==> config.mk <==
export PLATFORM = sky130hd
export DESIGN_NAME = dlc_line_control
export DESIGN_NICKNAME = d
export VERILOG_FILES = /design/src/dlc_line_control.v
export VERILOG_INCLUDE_DIRS = /design/src
export SDC_FILE = /design/constraint.sdc
export NUM_CORES = 1
export LEC_CHECK = 0
export BUFFER_PORTS_ARGS = -buffer_cell sky130_fd_sc_hd__buf_2
export CORE_MARGIN = 8
export CORE_UTILIZATION = 60
export CTS_BUF_LIST = sky130_fd_sc_hd__clkbuf_8 sky130_fd_sc_hd__clkbuf_16
export DETAILED_ROUTE_END_ITERATION = 10
export HOLD_SLACK_MARGIN = 0.08
export PLACE_DENSITY_LB_ADDON = 0.15
export REMOVE_ABC_BUFFERS = 1
export SLEW_MARGIN = 20
export SYNTH_ARGS = -nofsm -noshare
export SYNTH_HDL_FRONTEND = slang
export SYNTH_SLANG_ARGS = --single-unit
==> constraint.sdc <==
create_clock -name clk -period 3.88 [get_ports clk]
set_input_delay 0.776 -clock clk [delete_from_list [all_inputs] [get_ports clk]]
set_output_delay 0.776 -clock clk [all_outputs]
set_load 0.01 [all_outputs]
==> src/dlc_consts.vh <==
// Constants for the line control register bank: register addresses,
// field positions, reset values and ring-hold timing.
// Assumes a 40 MHz clock and an 8-bit register port with 5-bit address.
`ifndef DLC_CONSTS_VH
`define DLC_CONSTS_VH

// Register addresses
`define DLC_ADDR_CONTROL_ONE 5'h01
`define DLC_ADDR_CONTROL_TWO 5'h02
`define DLC_ADDR_RESERVED_THREE 5'h03
`define DLC_ADDR_RESERVED_FOUR 5'h04
`define DLC_ADDR_LINE_HOOK 5'h05

// Reset values
`define DLC_RST_CONTROL_ONE 8'h00
`define DLC_RST_CONTROL_TWO 8'h03
`define DLC_RST_LINE_HOOK 8'h00

// Field positions
`define DLC_BIT_SOFT_RESET 7
`define DLC_BIT_ISO_LOOP 1
`define DLC_BIT_ECHO_LOOP 3
`define DLC_BIT_HYBRID 1
`define DLC_BIT_RX_ON 0
`define DLC_BIT_RING_NEG 6
`define DLC_BIT_RING_POS 5
`define DLC_BIT_MONITOR 3
`define DLC_BIT_RING_ACT 2
`define DLC_BIT_SEIZE 0

// Ring active hold: released between 4.5 s and 9 s after last positive ring
`define DLC_CLK_HZ 40000000
`define DLC_RING_HOLD_MS 4500
`define DLC_RING_HOLD_CYCLES ((`DLC_CLK_HZ / 1000) * `DLC_RING_HOLD_MS)

`endif

==> src/dlc_line_control.v <==
// Line control register bank: control one, control two, reserved three and
// four, and the hook control register, plus ring-active hold and hook logic.
// Assumes register strobes and ring/pin inputs synchronous to clk.
`default_nettype none
`include "dlc_consts.vh"

// Notes on behaviour
// - Writing one to the software reset bit restores every register to reset.
// - The software reset bit clears itself; it never reads back as one.
// - Isolation loopback bit drives the barrier digital loopback on or off.
// - Line echo loopback bit drives external analog loopback on or off.
// - Hybrid connect bit connects hybrid in transmit path; resets to one.
// - Receive path bit enables the receive path; resets to one.
// - Negative ring flag follows the negative ring detector; read only.
// - Positive ring flag follows the positive ring detector; read only.
// - Ring active clears 4.5 s after last positive ring, or on off-hook.
// - On-hook monitor bit enables low-power line monitoring for caller ID.
// - Off-hook request one seizes the line; zero leaves it on-hook.
// - Effective off-hook is request OR hook pin when the pin is gated on.
// - With mode set, going on-hook skips the off-hook counter for re-seize.
module dlc_line_control #(
   parameter RING_HOLD_CYCLES = `DLC_RING_HOLD_CYCLES
) (
   // Clock and reset
   input wire clk,
   input wire rst,
   // Register port
   input wire [4:0] reg_addr,
   input wire reg_wr,
   input wire [7:0] reg_wdata,
   output reg [7:0] reg_rdata,
   // Line-side detectors and pins
   input wire ring_negative_in,
   input wire ring_positive_in,
   input wire hook_pin_gate,
   input wire hook_pin,
   input wire quick_reseize_mode,
   input wire hook_counter_done,
   // Controls to the line side
   output wire isolation_loopback_enable,
   output wire line_echo_loopback,
   output wire hybrid_connect,
   output wire receive_path_on,
   output wire onhook_monitor_enable,
   output reg line_offhook,
   output reg hook_counter_start
);

   ////////////////////////////////////////////////////////////////////////////
   // Stored control bits

   reg iso_loop;
   reg echo_loop;
   reg hybrid;
   reg rx_on;
   reg monitor;
   reg seize;
   reg ring_neg;
   reg ring_pos;
   reg ring_act;
   reg [31:0] ring_timer;

   // Cut on purpose to the timer's width; the default count fits in 32 bits
   localparam [31:0] RING_HOLD = RING_HOLD_CYCLES;

   wire soft_reset = reg_wr && (reg_addr == `DLC_ADDR_CONTROL_ONE) &&
                     reg_wdata[`DLC_BIT_SOFT_RESET];
   // Soft reset acts like rst at its own edge; the other written bits are dropped
   wire any_reset = rst || soft_reset;
   wire [7:0] rst_c2 = `DLC_RST_CONTROL_TWO;
   wire wr_c1 = reg_wr && (reg_addr == `DLC_ADDR_CONTROL_ONE);
   wire wr_c2 = reg_wr && (reg_addr == `DLC_ADDR_CONTROL_TWO);
   wire wr_hk = reg_wr && (reg_addr == `DLC_ADDR_LINE_HOOK);
   wire seize_cmd = seize || (hook_pin_gate && hook_pin);

   // Control one: only the loopback bit is stored; the reset bit is a strobe
   always @(posedge clk) begin
      if (any_reset) begin
         iso_loop <= 1'b0;
      end else if (wr_c1) begin
         iso_loop <= reg_wdata[`DLC_BIT_ISO_LOOP];
      end
   end

   always @(posedge clk) begin
      if (any_reset) begin
         echo_loop <= 1'b0;
         hybrid <= rst_c2[`DLC_BIT_HYBRID];
         rx_on <= rst_c2[`DLC_BIT_RX_ON];
      end else if (wr_c2) begin
         echo_loop <= reg_wdata[`DLC_BIT_ECHO_LOOP];
         hybrid <= reg_wdata[`DLC_BIT_HYBRID];
         rx_on <= reg_wdata[`DLC_BIT_RX_ON];
      end
   end

   always @(posedge clk) begin
      if (any_reset) begin
         monitor <= 1'b0;
         seize <= 1'b0;
      end else if (wr_hk) begin
         monitor <= reg_wdata[`DLC_BIT_MONITOR];
         seize <= reg_wdata[`DLC_BIT_SEIZE];
      end
   end

   assign isolation_loopback_enable = iso_loop;
   assign line_echo_loopback = echo_loop;
   assign hybrid_connect = hybrid;
   assign receive_path_on = rx_on;
   assign onhook_monitor_enable = monitor;

   ////////////////////////////////////////////////////////////////////////////
   // Ring flags and ring-active hold

   // Holding at the least documented time keeps software waits predictable
   always @(posedge clk) begin
      if (any_reset) begin
         ring_neg <= 1'b0;
         ring_pos <= 1'b0;
         ring_act <= 1'b0;
         ring_timer <= 32'h0;
      end else begin
         ring_neg <= ring_negative_in;
         ring_pos <= ring_positive_in;
         if (line_offhook) begin
            ring_act <= 1'b0;
            ring_timer <= 32'h0;
         end else if (ring_positive_in) begin
            ring_act <= 1'b1;
            ring_timer <= RING_HOLD;
         end else if (ring_timer > 32'h1) begin
            ring_timer <= ring_timer - 32'h1;
         end else if (ring_timer == 32'h1) begin
            ring_timer <= 32'h0;
            ring_act <= 1'b0;
         end
      end
   end

   ////////////////////////////////////////////////////////////////////////////
   // Hook state and off-hook counter

   // Counter itself lives on the line side; done reports its timeout
   // A quick on-hook has its own state, so its re-seize never waits for done
   localparam [2:0] HK_ONHOOK = 3'b001;
   localparam [2:0] HK_QUICK = 3'b010;
   localparam [2:0] HK_OFFHOOK = 3'b100;

   reg [2:0] hook_state;
   reg [2:0] next_hook_state;
   reg next_counter_start;

   always @* begin
      next_hook_state = hook_state;
      next_counter_start = 1'b0;
      case (hook_state)
         HK_ONHOOK: begin
            if (seize_cmd && hook_counter_done)
               next_hook_state = HK_OFFHOOK;
         end
         HK_QUICK: begin
            if (seize_cmd)
               next_hook_state = HK_OFFHOOK;
         end
         HK_OFFHOOK: begin
            if (!seize_cmd) begin
               if (quick_reseize_mode) begin
                  next_hook_state = HK_QUICK;
               end else begin
                  next_hook_state = HK_ONHOOK;
                  next_counter_start = 1'b1;
               end
            end
         end
         default: next_hook_state = HK_ONHOOK;
      endcase
   end

   always @(posedge clk) begin
      if (any_reset) begin
         hook_state <= HK_ONHOOK;
         line_offhook <= 1'b0;
         hook_counter_start <= 1'b0;
      end else begin
         hook_state <= next_hook_state;
         line_offhook <= (next_hook_state == HK_OFFHOOK);
         hook_counter_start <= next_counter_start;
      end
   end

   ////////////////////////////////////////////////////////////////////////////
   // Read-back

   always @* begin
      reg_rdata = 8'h00;
      case (reg_addr)
         `DLC_ADDR_CONTROL_ONE: begin
            reg_rdata[`DLC_BIT_SOFT_RESET] = 1'b0;
            reg_rdata[`DLC_BIT_ISO_LOOP] = iso_loop;
         end
         `DLC_ADDR_CONTROL_TWO: begin
            reg_rdata[`DLC_BIT_ECHO_LOOP] = echo_loop;
            reg_rdata[`DLC_BIT_HYBRID] = hybrid;
            reg_rdata[`DLC_BIT_RX_ON] = rx_on;
         end
         `DLC_ADDR_LINE_HOOK: begin
            reg_rdata[`DLC_BIT_RING_NEG] = ring_neg;
            reg_rdata[`DLC_BIT_RING_POS] = ring_pos;
            reg_rdata[`DLC_BIT_MONITOR] = monitor;
            reg_rdata[`DLC_BIT_RING_ACT] = ring_act;
            reg_rdata[`DLC_BIT_SEIZE] = seize;
         end
         default: reg_rdata = 8'h00;
      endcase
   end

endmodule // dlc_line_control
`default_nettype wire

==> flow_summary.toml <==
[critical_path]
slowest_delay_ns = 0.60
worstSetupEndpointType = "output port"
crit_type = "in -> out"
worstPathMaxFanout = 7
crit_path_frequent_cell = "buf_2"
crit_slowest_cell = "nor3b_1"
worstPathRequired_ns = 3.10
reg2reg_slack_ns = 1.19
path_cells = "buf_2, or3_1, nor3b_1, a22o_1, buf_2"
worstPathArrival_ns = 2.30
cp-start-kind = "input pin"

[cts]
clkTransAtPathRegs_ns = 0.08
cts_inserted_buffers = 5
htree_levels = 2
clock_latency_ns = 0.30
cts.sinks = 46
postCtsSetupRepairBufs = 0
clockBufferDepth = 2
cts_tree = "built"
root_buffer = "clkbuf_8"
cts_hold_buf = 0
ctsResizeCount = 0

[sta]
fin_crit_sh_pct = 79.3
tns_ns = 0
drv_slew = 0
fmax_mhz = 325
setup_ws_ns = 0.802
relSlewSlack_pct = 46.4
hold_violations = 0
rsz0062_at_grt = "no"
worst_pin_slew_ns = 0.797
fin_hold_ws_ns = 0.478
setup_viol = 0
skew_ns = 0.00793
finalCriticalPeriod_ns = 3.08

[finish]
n_antenna_cell = 0
final_cells = 372
seqCellArea_sq_um = 921
syn_to_final_growth_pct = 11.9
nets = 345
fill_cells = 351
multi_input_area_sq_um = 1380
drive_gt1_share_pct = 14.9

[place]
io_buffers = 30
dp_slack_ns = 0.810
dp_cells = 364
dp_hpwl_um = 4120
gp_congestion = 0.843

[floorplanning]
core_sq_um = 3910
start_util_pct = 60.9
die_area_sq_um = 6250
die_w_um = 79.0
boundaryPins = 37
die_h_um = 79.0
fp-row-count = 23

[power]
vdd_drop_max_mv = 0.318
power_leakage_nw = 1.02
powerDensity_nw_per_um2 = 423

[detailed_routing]
vias = 2300
viasPerCell = 6.18
drc = 0
drt-total-wl_um = 5650
wl_per_cell_um = 15.2
drtAntennaViolNets = 0
drt_iter0_drc = 183
drt_pass1_iterations = 5

[yosys]
synth-edff-count = 0
ys_seq_area_share_pct = 38.6
synth-async-reset-ratio_pct = 0
synth-warning-count = 0
synth_cell_type_count = 51
synth_area_sq_um = 2380
ys_ff_latch = 46
synthCells = 295
avgSynthCellArea_sq_um = 8.08
synthFlopType = "dfxtp_1"

[global_route]
globalRouteOverflowTotal = 0
grt_max_degree = 16
grt_antenna_before_repair = 0
grt_pass1_vias = 2121
grt_pass1_wl_um = 9540
grt_use_total_pct = 18.5

[flow_run]
drv_cap = 0

[outcome]
status = "finished, final reports clean"

[min_path]
hp-class = "reg -> reg"
power by group:
part	internal (W)	switching (W)	leakage (nW)
combinational	0.0000914	0.000131	0.588
clock	0.000192	0.000171	0.0504
sequential	0.000504	0.0000405	0.377
total	0.000787	0.000342	1.02
kinds of logic after synthesis:
logic type                 after synthesis  share of synthesized area (%)
DFF                                     46                           38.6
xor gates and xnor gates                14                           5.14
and+or+nand+nor                        152                           34.7
buffers and inverters                   20                           3.57
other                                    1                          0.157
muxes                                    3                           1.26
AOI/OAI and AO/OA                       57                           15.5
adders and majority gates                2                           1.05
area by class of cell:
class | instances | share of cell area, %
tap | 50 | 2.35
timing repair buffer | 32 | 6.19
inverter | 6 | 0.844
multi-input combinational | 230 | 51.8
sequential | 46 | 34.5
clock buffer | 5 | 2.58
clock inverter | 3 | 1.69
per-layer routing:
layer / up-vias / routed length, um / share of wire [%] / global-route usage [%]
li1: 1142 / - / - / -
met2: 74 / 2700 / 48 / 30.4
met3: 5 / 369 / 6.5 / 5.53
met4: 0 / 58 / 1.0 / 5.93
met5: - / 0 / 0 / 0
met1: 1079 / 2530 / 45 / 22.6
worst max-delay path: cells and delay by family:
| family | cells | cell delay, ns |
|---|---|---|
| and+or+nand+nor | 2 | 1.07 |
| buffers and inverters | 2 | 0.23 |
| AOI/OAI and AO/OA | 1 | 0.22 |
cell usage after synthesis (4+ instances only):
cell	count	share of area (%)
a21oi_1	19	4.0
a31oi_1	4	1.0
and2_1	5	1.3
clkbuf_1	9	1.4
dfxtp_1	46	39
inv_1	6	0.94
nand2_1	27	4.2
nand3_1	20	4.2
nand4_1	5	1.3
nor2_1	29	4.6
nor3_1	15	3.1
nor4_1	10	2.6
o21ai_0	8	1.7
o31ai_1	6	1.9
or3_1	8	2.1
or4_1	12	3.8
xnor2_1	9	3.3
xor2_1	5	1.8
sequential cells by signal, indices dropped and copies added (netlist names):
name and cells:
ring_timer 32, hook_state 3, hook_counter_start 1, hybrid_connect 1, isolation_loopback_enable 1, line_echo_loopback 1, line_offhook 1, onhook_monitor_enable 1
receive_path_on 1, ring_act 1, ring_neg 1, ring_pos 1, seize 1
stage by stage:
| stage | utilization (%) | cell area [sq um] | power [W] |
|---|---|---|---|
| 2_1_floorplan | - | 2330 | 0.000710 |
| 3_3_place_gp | 65.2 | 2550 | 0.000767 |
| 3_5_place_dp | 65.2 | 2550 | 0.000773 |
| 4_1_cts | 68.2 | 2670 | 0.00113 |
| 5_1_grt | 68.2 | 2670 | 0.00119 |
| 6_report | 68.2 | 2670 | 0.00113 |
final timing paths:
path	start	endpoint	depth (start not counted)
worst min register to register	line_echo_loopback$_SDFFE_PP0P_	line_echo_loopback$_SDFFE_PP0P_	2
worst min-delay path	line_echo_loopback$_SDFFE_PP0P_	line_echo_loopback$_SDFFE_PP0P_	2
worst max register to register	ring_timer[0]$_SDFFE_PP0P_	ring_timer[27]$_SDFFE_PP0P_	7
worst max-delay path	reg_addr[3]	reg_rdata[0]	5
cell usage in the layout, fill, tap and decap left out, drive strengths merged, types with 2 or more instances in the layout:
cell,n
a22o,2
nor3,16
or3,8
xor2,5
o31ai,6
xnor2,9
o21ai,9
nand2b,3
and2,5
nand3b,3
inv,6
nand3,20
dfxtp,46
nand4,5
nand2,27
or2,2
nor2,29
and3,3
conb,2
nor4,13
o311ai,2
mux2i,3
a31oi,4
a21o,3
a311oi,2
buf,32
or4,13
clkbuf,5
clkinvlp,2
ha,2
o31a,2
a21oi,19
Power figures use the tool's default switching activity.
